$ cat config.mk
export PLATFORM = sky130hd
export DESIGN_NAME = via_arbiter
export DESIGN_NICKNAME = d
export VERILOG_FILES = /design/src/via_pkg.sv /design/src/via_arbiter.sv
export SDC_FILE = /design/constraint.sdc
export NUM_CORES = 1
export LEC_CHECK = 0
export ABC_CLOCK_PERIOD_IN_PS = 1400
export BUFFER_PORTS_ARGS = -buffer_cell sky130_fd_sc_hd__buf_2
export CAP_MARGIN = 25
export CORE_MARGIN = 3
export CORE_UTILIZATION = 35
export DETAILED_ROUTE_END_ITERATION = 8
export GPL_ROUTABILITY_DRIVEN = 0
export PLACE_DENSITY = 0.69
export SETUP_SLACK_MARGIN = 0.02
export SYNTH_ARGS = -nofsm -noshare
export SYNTH_HDL_FRONTEND = slang
export SYNTH_SLANG_ARGS = --single-unit
$ cat constraint.sdc
create_clock -name core_clk -period 1.4 [get_ports core_clk]
set_input_delay 0.14 -clock core_clk [delete_from_list [all_inputs] [get_ports core_clk]]
set_output_delay 0.14 -clock core_clk [all_outputs]
set_load 0.005 [all_outputs]
$ cat src/via_pkg.sv
// constants, slot table and carrier types for the vectored interrupt arbiter
// assumes a single instruction-cycle clock shared with the core sequencer
package via_pkg;

    // ****************************************************************
    // source layout and timing
    // ****************************************************************
    localparam int          NUM_SRC     = 6;
    localparam int          SRC_EXT     = 0;   // external input pin
    localparam int          SRC_IDLE    = 1;   // idle timer
    localparam int          SRC_T2A     = 2;   // two-event timer, event a
    localparam int          SRC_T2B     = 3;   // two-event timer, event b
    localparam int          SRC_SER     = 4;   // synchronous serial interface
    localparam int          SRC_WAKE    = 5;   // port-l wakeup edges
    localparam logic [14:0] ENTRY_ADDR  = 15'h00ff;
    localparam int          ACK_CYCLES  = 7;   // instruction cycles
    localparam logic [2:0]  ACK_LAST    = 3'(ACK_CYCLES - 1);
    localparam logic [2:0]  ACK_LOAD    = 3'(ACK_CYCLES - 2);

    // ****************************************************************
    // vector table low bytes, index = source number
    // ****************************************************************
    localparam logic [NUM_SRC-1:0][7:0] SRC_SLOT =
        {8'he2, 8'hf2, 8'hf4, 8'hf6, 8'hf8, 8'hfa};
    localparam logic [7:0]  SLOT_TRAP   = 8'hfe;
    localparam logic [7:0]  SLOT_DFLT   = 8'he0;
    localparam logic [7:0]  BLOCK_LAST  = 8'hff;

    // ****************************************************************
    // reset values and carriers
    // ****************************************************************
    localparam logic [NUM_SRC-1:0] EN_RST  = '0;
    localparam logic [NUM_SRC-1:0] PND_RST = '0;

    typedef enum logic [0:0] {
        VIA_IDLE = 1'b0,
        VIA_ACK  = 1'b1
    } via_state_e;

    // what the core program-counter logic must do
    typedef struct packed {
        logic        push;       // push ret_addr onto the stack
        logic [14:0] ret_addr;
        logic        pc_load;    // load pc_val into the program counter
        logic [14:0] pc_val;
    } via_pc_s;

    // vector-select lookup towards program memory
    typedef struct packed {
        logic        valid;
        logic [14:0] tbl_addr;   // address of the high byte
    } via_sel_s;

endpackage : via_pkg
$ cat src/via_arbiter.sv
// vectored interrupt arbiter: pending/enable flags, global enable,
// trap flag, acknowledge sequencer and vector-select address generation
// assumes the core sequencer gives one-cycle strobes, synchronous to core_clk
`timescale 1ns/1ps
module via_arbiter (
    // clock and reset
    input  wire logic                        core_clk,
    input  wire logic                        nrst,
    // core sequencer strobes
    input  wire logic                        instr_start,
    input  wire logic                        skip_instr,
    input  wire logic [14:0]                 next_pc,
    input  wire logic                        trap_opcode,
    input  wire logic                        clear_trap_pending_instr,
    input  wire logic                        return_from_irq_instr,
    // vector-select instruction
    input  wire logic                        vector_select_instr,
    input  wire logic [14:0]                 vsel_pc,
    input  wire logic                        vec_valid,
    input  wire logic [7:0]                  vec_hi,
    input  wire logic [7:0]                  vec_lo,
    // source events
    input  wire logic [via_pkg::NUM_SRC-1:0] src_evt,
    // software access to flags and status word
    input  wire logic                        en_wr,
    input  wire logic [via_pkg::NUM_SRC-1:0] en_wdata,
    input  wire logic                        pnd_wr,
    input  wire logic [via_pkg::NUM_SRC-1:0] pnd_wdata,
    input  wire logic                        stat_wr,
    input  wire logic                        stat_ien_wdata,
    // flag readback
    output logic [via_pkg::NUM_SRC-1:0]      irq_en_r,
    output logic [via_pkg::NUM_SRC-1:0]      irq_pnd_r,
    output logic                             global_irq_enable_r,
    output logic                             trap_pending_flag_r,
    // towards the program counter logic
    output logic                             irq_req_r,
    output logic                             ack_busy_r,
    output via_pkg::via_pc_s                 pc_ctl_r,
    output logic                             stack_pop_r,
    output via_pkg::via_sel_s                vsel_r,
    output logic [7:0]                       vsel_low_r,
    output logic                             vsel_jump_r,
    output logic [14:0]                      vsel_target_r
);
    import via_pkg::*;

    // ****************************************************************
    // qualification and arbitration
    // ****************************************************************
    logic [NUM_SRC-1:0] active;
    logic               qual;
    logic               ack_start;
    logic               ack_trap;
    logic [7:0]         win_slot;
    logic [6:0]         tbl_block;
    logic [2:0]         ack_cnt_r;
    via_state_e         state_r;

    // enable and pending both set makes a source active
    assign active    = irq_en_r & irq_pnd_r;
    assign qual      = (|active) & global_irq_enable_r
                       & ~trap_pending_flag_r;
    // only at a normally executed instruction start or on a trap opcode, never mid-sequence
    assign ack_start = (state_r == VIA_IDLE)
                       & ((instr_start & ~skip_instr & qual)
                          | trap_opcode);
    assign ack_trap  = trap_opcode;
    // table block moves up when vector select sits on a block's last byte
    assign tbl_block = vsel_pc[14:8]
                       + {6'h00, (vsel_pc[7:0] == BLOCK_LAST)};

    // lowest rank first so higher ranks override; trap tops all
    always_comb begin
        win_slot = SLOT_DFLT;
        for (int i = NUM_SRC - 1; i >= 0; i--) begin
            if (active[i]) begin
                win_slot = SRC_SLOT[i];
            end
        end
        if (trap_pending_flag_r) begin
            win_slot = SLOT_TRAP;
        end
    end

    // ****************************************************************
    // flags
    // ****************************************************************
    logic [NUM_SRC-1:0] en_nxt;
    logic [NUM_SRC-1:0] pnd_nxt;
    logic               glb_en_nxt;
    logic               trap_nxt;

    // a source event in the same cycle as a software clear still lands
    assign en_nxt   = en_wr ? en_wdata : irq_en_r;
    assign pnd_nxt  = (pnd_wr ? pnd_wdata : irq_pnd_r) | src_evt;
    // ack clear beats a status-word write in the same cycle
    assign glb_en_nxt = (ack_start & ~ack_trap) ? 1'b0
                      : return_from_irq_instr   ? 1'b1
                      : stat_wr ? stat_ien_wdata
                      : global_irq_enable_r;
    assign trap_nxt = trap_opcode
                      | (trap_pending_flag_r & ~clear_trap_pending_instr);

    // flag registers
    always_ff @(posedge core_clk) begin
        if (!nrst) begin
            irq_en_r            <= EN_RST;
            irq_pnd_r           <= PND_RST;
            global_irq_enable_r <= 1'b0;
            trap_pending_flag_r <= 1'b0;
        end else begin
            irq_en_r            <= en_nxt;
            irq_pnd_r           <= pnd_nxt;
            global_irq_enable_r <= glb_en_nxt;
            trap_pending_flag_r <= trap_nxt;
        end
    end

    // ****************************************************************
    // acknowledge sequencer
    // ****************************************************************
    // request flag is only refreshed on boundary strobes
    always_ff @(posedge core_clk) begin
        if (!nrst) begin
            irq_req_r <= 1'b0;
        end else if (instr_start) begin
            irq_req_r <= qual;
        end
    end

    // seven busy cycles: push on the first, pc load on the last
    always_ff @(posedge core_clk) begin
        if (!nrst) begin
            state_r    <= VIA_IDLE;
            ack_cnt_r  <= 3'h0;
            ack_busy_r <= 1'b0;
            pc_ctl_r   <= '0;
        end else begin
            pc_ctl_r.push    <= 1'b0;
            pc_ctl_r.pc_load <= 1'b0;
            case (state_r)
                VIA_IDLE: begin
                    if (ack_start) begin
                        state_r           <= VIA_ACK;
                        ack_cnt_r         <= 3'h0;
                        ack_busy_r        <= 1'b1;
                        pc_ctl_r.push     <= 1'b1;
                        pc_ctl_r.ret_addr <= next_pc;
                    end
                end
                VIA_ACK: begin
                    ack_cnt_r <= ack_cnt_r + 3'h1;
                    if (ack_cnt_r == ACK_LOAD) begin
                        pc_ctl_r.pc_load <= 1'b1;
                        pc_ctl_r.pc_val  <= ENTRY_ADDR;
                    end
                    if (ack_cnt_r == ACK_LAST) begin
                        state_r    <= VIA_IDLE;
                        ack_busy_r <= 1'b0;
                    end
                end
                default: state_r <= VIA_IDLE;
            endcase
        end
    end

    // ****************************************************************
    // return and vector select
    // ****************************************************************
    // pop pulse; the core owns the stack itself
    always_ff @(posedge core_clk) begin
        if (!nrst) begin
            stack_pop_r <= 1'b0;
        end else begin
            stack_pop_r <= return_from_irq_instr;
        end
    end

    // arbitration is frozen at the first cycle of the instruction
    always_ff @(posedge core_clk) begin
        if (!nrst) begin
            vsel_r        <= '0;
            vsel_low_r    <= SLOT_DFLT;
            vsel_jump_r   <= 1'b0;
            vsel_target_r <= 15'h0000;
        end else begin
            vsel_r.valid <= vector_select_instr;
            vsel_jump_r  <= vec_valid;
            if (vector_select_instr) begin
                vsel_low_r      <= win_slot;
                vsel_r.tbl_addr <= {tbl_block, win_slot};
            end
            if (vec_valid) begin
                // high byte sits at the lower address; its top bit is unused
                vsel_target_r <= {vec_hi[6:0], vec_lo};
            end
        end
    end
endmodule : via_arbiter

## Word level (Yosys, flattened, before mapping)

Index checks and enable logic that the tools add are counted.

- Equal/unequal tests: 5
- Divide/modulo/power cells: 0
- Reduce and logical (&&, ||, !) cells: 8
- $add $sub $neg: 2
- Shifts and indexed selects: 0
- Mux-type cells: 20
- Bitwise logic cells: 17
- Multiply operators: 0
- Magnitude comparators: 0

Operators by type and width:

| operator | number |
|---|---|
| 2-to-1 mux 8 bit | 6 |
| 2-to-1 mux 16 bit | 2 |
| equality test 8 bit, second input constant | 1 |
| AND reduction 2 bit | 4 |
| adder 7 x 1 -> 7 bit | 1 |
| AND 1 bit | 7 |
| AND 6 bit | 1 |
| equality test 3 bit, second input constant | 2 |
| 2-to-1 mux 1 bit | 6 |
| 2-to-1 mux 6 bit | 1 |
| inverter 1 bit | 6 |
| bitwise OR 6 bit | 1 |
| case mux 3 bit (2 select lines) | 1 |
| OR reduction 6 bit | 1 |
| case mux 1 bit (2 select lines) | 2 |
| OR reduction 2 bit | 2 |
| adder 3 x 1 -> 3 bit, second input constant | 1 |
| 2-to-1 mux 3 bit | 1 |
| 2-to-1 mux 2 bit | 1 |
| inequality test 2 x 1 -> 1 bit, second input constant | 1 |
| inequality test 2 bit, second input constant | 1 |
| bitwise OR 1 bit | 2 |
| nonzero test 2 bit | 1 |

- Logic and storage cells: 70
- Memory bits (writable): 0
- Bits in latches: 0
- Memory bits (read-only): 0
- Memories kept: 0
- Flip-flop bits (word level): 79

## Longest topological paths before layout

- Depth after elaboration: 9
- Gate-level depth with buffers: 8
- Mapped depth without buffers: 8

## Worst setup path after synthesis

No wires, ideal clock.

- Path type: register to register
- Start: register irq_en_r[1] (netlist bit)
- End: register pc_ctl_r[19] (netlist bit)
- Stages on the path, launching flop included: 7
- Path buffers: 2
- Clock period less this slack: 1.409 ns
- Library setup time: 0.072 ns
- Path slack: -0.009 ns
- Arrival time: 1.338 ns
- Cells stage by stage: dfxtp_1 > a22oi_4 > a31o_4 > a21oi_2 > buf_6 > buf_12 > mux2i_1

- Word-level cells in the longest chain between the ends: 8

Ends and longest elaborated chain:

| item | RTL line | source |
|---|---|---|
| start, declared | via_arbiter.sv:32 | `output logic [via_pkg::NUM_SRC-1:0] irq_en_r,` |
| start signal, assigned | via_arbiter.sv:113 | `irq_en_r <= en_nxt;` |
| AND 6 bit | via_arbiter.sv:61 | `assign active = irq_en_r & irq_pnd_r;` |
| OR reduction 6 bit | via_arbiter.sv:62 | `assign qual = (\|active) & global_irq_enable_r` |
| AND 1 bit | via_arbiter.sv:62 |  |
| AND 1 bit | via_arbiter.sv:63 | `& ~trap_pending_flag_r;` |
| AND 1 bit | via_arbiter.sv:66 | `& ((instr_start & ~skip_instr & qual)` |
| bitwise OR 1 bit | via_arbiter.sv:67 | `\| trap_opcode);` |
| AND 1 bit | via_arbiter.sv:66 |  |
| AND reduction 2 bit (no source line) | -- |  |
| end, declared | via_arbiter.sv:39 | `output via_pkg::via_pc_s pc_ctl_r,` |

No other way between the ends.
A chain may end at the register's enable or synchronous reset.

## Final worst setup path

- Start: register trap_pending_flag_r
- End: register pc_ctl_r[30] (netlist bit)

- Word-level cells in the longest chain between the ends: 6

Ends and longest elaborated chain:

| item | RTL line | source |
|---|---|---|
| start, declared | via_arbiter.sv:35 | `output logic trap_pending_flag_r,` |
| start signal, assigned | via_arbiter.sv:116 | `trap_pending_flag_r <= trap_nxt;` |
| inverter 1 bit | via_arbiter.sv:63 |  |
| AND 1 bit | via_arbiter.sv:63 |  |
| AND 1 bit | via_arbiter.sv:66 |  |
| bitwise OR 1 bit | via_arbiter.sv:67 |  |
| AND 1 bit | via_arbiter.sv:66 |  |
| AND reduction 2 bit (no source line) | -- |  |

No other way between the ends.

==> impl_metrics.csv <==
group,metric,value,unit
status,status,"complete, no violations",
grt,antenna_found_initial,0,
cts,h-tree-depth,3,
placed_design,pre_cts_slack,-0.0300,ns
cts,clkTransAtPathRegs,0.08,ns
cts,cts_made_buffers,9,
timing,skew,0.0133,ns
route,firstDrtPassIters,4,
timing,setup_ws,0.00420,ns
setup_path,critPathArrivalTime,1.66,ns
cells_and_area,drive_above_1_share,42.5,%
setup_path,path_class,"flop to flop",
route,initialDrtViolationCount,41,
yosys,syn_avg_cell_area,9.46,um2
setup_path,cp_max_fo,18,
setup_path,required,1.67,ns
timing,fin_crit,1.40,ns
route,drc,0,
floorplanning,io_pins,166,
timing,finalSetupViolCount,0,
yosys,async_flop_share,0,%
power_and_ir_drop,swShare,26.6,%
timing,max_freq,716,MHz
run,cap_violations,0,
power_and_ir_drop,clkPwrFrac,36.9,%
grt,grt_pass1_vias,2572,
setup_path,slowest_delay,0.33,ns
yosys,syn-cell-area,2910,um2
floorplanning,dieArea,9450,um2
cells_and_area,layout.nets,541,
cts,cts_tree,"yes",
power_and_ir_drop,p_per_area,1110,nW/um2
floorplanning,fp-row-count,32,
grt,grt_max_degree,32,
grt,grt-ovfl-total,0,
timing,slew_violations,0,
route,wl,7.51,mm
timing,hold_violations,0,
cts,cts_root_buf,"clkbuf_8",
placed_design,placed_area,3720,um2
grt,grt_pass1_wl,12.1,mm
setup_path,worstSetupStartpointType,"flop",
setup_path,ff2ff_setup_slack,0.004,ns
cts,cts_sinks,68,
timing,fin_crit_sh,99.7,%
floorplanning,die_x,97.2,um
placed_design,hpwl,5.77,mm
worst_hold_path,min_path_type,"input port to flop",
setup_path,critical-path-slowest-cell,"dfxtp_2",
floorplanning,die_h,97.2,um
power_and_ir_drop,seqPwrFrac,48.6,%
yosys,synth_edf_count,0,
yosys,yosysWarnings,0,
setup_path,path_delay_family,"compound AO/OA/AOI/OAI gates",
setup_path,crit_chain,"nand4bb_4 > a31o_4 > a21oi_4 > buf_12 > mux2i_1",
cells_and_area,diodes,0,
power_and_ir_drop,p_leak,2.05,nW
route,routed_via_density,4.60,
route,vias,2605,
cells_and_area,final_cell_area,3970,um2
floorplanning,initial_core_util,36.9,%
yosys,synth.ff_latch_count,68,
cts,clkLatencyLatePin,0.34,ns
cells_and_area,fillerInstances,775,
placed_design,io_buffers,152,
timing,whs,0.0148,ns
timing,rsz0062_at_grt,"yes",
power_and_ir_drop,power_frac_comb,14.5,%
yosys,synth_cell_types,38,
setup_path,path_buf_inv,1,
power_and_ir_drop,irDropWorstVdd,0.000648,V
power_and_ir_drop,switching_power,0.00117,W
cts,clk_path_buf_depth,2,
yosys,postSynthCellCount,308,
setup_path,crit_path_end_kind,"flop",
power_and_ir_drop,power.internal,0.00323,W
route,ant_nets,0,
route,avgRoutedWirePerCell,13.3,um
floorplanning,design.core.area,7890,um2
cells_and_area,syn_to_final_growth,36.4,%
grt,grt_use_total,15.6,%
yosys,synth_flop_cell,"dfxtp_1",
yosys,ys_seq_area_share,46.7,%
[power groups by stage]
stage / clock network, W / logic, W / registers [W]
2_1_floorplan: 0 / 0.000328 / 0.00218
3_3_place_gp: 0 / 0.000618 / 0.00217
3_5_place_dp: 0 / 0.000633 / 0.00218
4_1_cts: 0.00167 / 0.000641 / 0.00213
5_1_grt: 0.00175 / 0.000713 / 0.00215
6_report: 0.00162 / 0.000637 / 0.00213
[layer usage]
layer	up-vias	part of all wire (%)	wire, um	GRT usage (%)
met5	-	0	0	0
met2	116	49	3690	27.4
met1	1178	40	3010	16.9
met4	0	1.1	82	4.15
li1	1304	-	-	-
met3	7	9.7	731	7.32
[cell type report]
| class | instances | area [um2] | area share, % |
|---|---|---|---|
| clock inverter | 7 | 76.3 | 1.92 |
| inverter | 5 | 18.8 | 0.472 |
| tap | 102 | 128 | 3.21 |
| timing repair buffer | 173 | 948 | 23.9 |
| multi-input combinational | 202 | 1310 | 33.0 |
| sequential | 68 | 1370 | 34.4 |
| clock buffer | 9 | 124 | 3.12 |
[path summary, 6_finish.rpt]
kind | endpoint | cells past startpoint | from
max | pc_ctl_r[30] | 5 | trap_pending_flag_r
min | irq_pnd_r[2] | 3 | src_evt[2]
max reg2reg | pc_ctl_r[30] | 5 | trap_pending_flag_r
min reg2reg | pc_ctl_r[22] | 2 | pc_ctl_r[22]
[registers in the layout, indices dropped and copies added (netlist names)]
signal and count:
ack_busy_r 1, ack_cnt_r 3, global_irq_enable_r 1, irq_en_r 6, irq_pnd_r 6, irq_req_r 1
pc_ctl_r 18, stack_pop_r 1, state_r 1, trap_pending_flag_r 1, vsel_jump_r 1, vsel_r 13
vsel_target_r 15
[cells by family (layout without fill, tap and decap cells)]
logic type,count (synthesis),count (layout),synth area share [%]
and+or+nand+nor,102,102,15.9
DFF,68,68,46.7
buffers and inverters,48,194,10.3
AOI/OAI and AO/OA,39,39,9.75
muxes,39,39,13.4
adders and majority gates,5,5,2.15
xor gates and xnor gates,5,5,1.50
other,2,12,0.258
[timing repair]
| action | 4_1_cts | 5_1_grt |
|---|---|---|
| hold endpoints to repair | 2 | 0 |
| setup endpoints to repair | 15 | 17 |
| resized for setup | 1 | 1 |
| hold buffers | 2 | 0 |
| pin swaps | 0 | 2 |
| buffers inserted | 0 | 1 |
[stage by stage]
step	util, %	std cells	total power (W)	setup TNS (ns)
3_3_place_gp	47.2	547	0.00279	0
4_1_cts	50.1	565	0.00445	0
3_5_place_dp	47.2	547	0.00281	-0.0707
2_1_floorplan	-	318	0.00251	0
6_report	50.4	566	0.00439	0
5_1_grt	50.4	566	0.00462	-0.565
[synthesized netlist by cell type, drive strengths merged, types with 2 or more instances]
master	n	share of area [%]
dfxtp	68	47
mux2i	38	13
nor2	37	4.8
nand2	36	4.6
buf	29	7.9
clkbuf	14	1.8
a21oi	11	2.0
a211oi	9	2.3
o21ai	8	1.4
nor2b	7	1.5
and2	6	1.3
ha	5	2.1
inv	5	0.64
nand3	4	0.69
a22oi	3	1.6
and3	3	0.64
xnor2	3	0.90
a31oi	2	0.43
conb	2	0.26
nand2b	2	0.43
nand3b	2	0.52
nand4	2	0.43
xor2	2	0.60
[worst reg2reg max path, stage by stage (launching register included)]
cell and delay [ns]:
dfxtp_2 0.33, nand4bb_4 0.22, a31o_4 0.24, a21oi_4 0.14, buf_12 0.19, mux2i_1 0.22
[placed cells by master (no fill, tap or decap), drive strengths merged, types with 2 or more instances in the layout]
cell type,n
ha,5
nand3,4
a211oi,9
conb,12
nand4,2
clkbuf,9
a31oi,2
dfxtp,68
nand3b,2
nand2,36
a21oi,11
and2,6
clkinv,3
a22oi,3
nor2b,7
mux2i,38
buf,171
nand2b,2
clkinvlp,2
nor2,37
o21ai,8
dlygate4sd3,2
and3,3
xor2,2
xnor2,3
inv,6
Note: power is estimated with default switching activity, not from simulation.
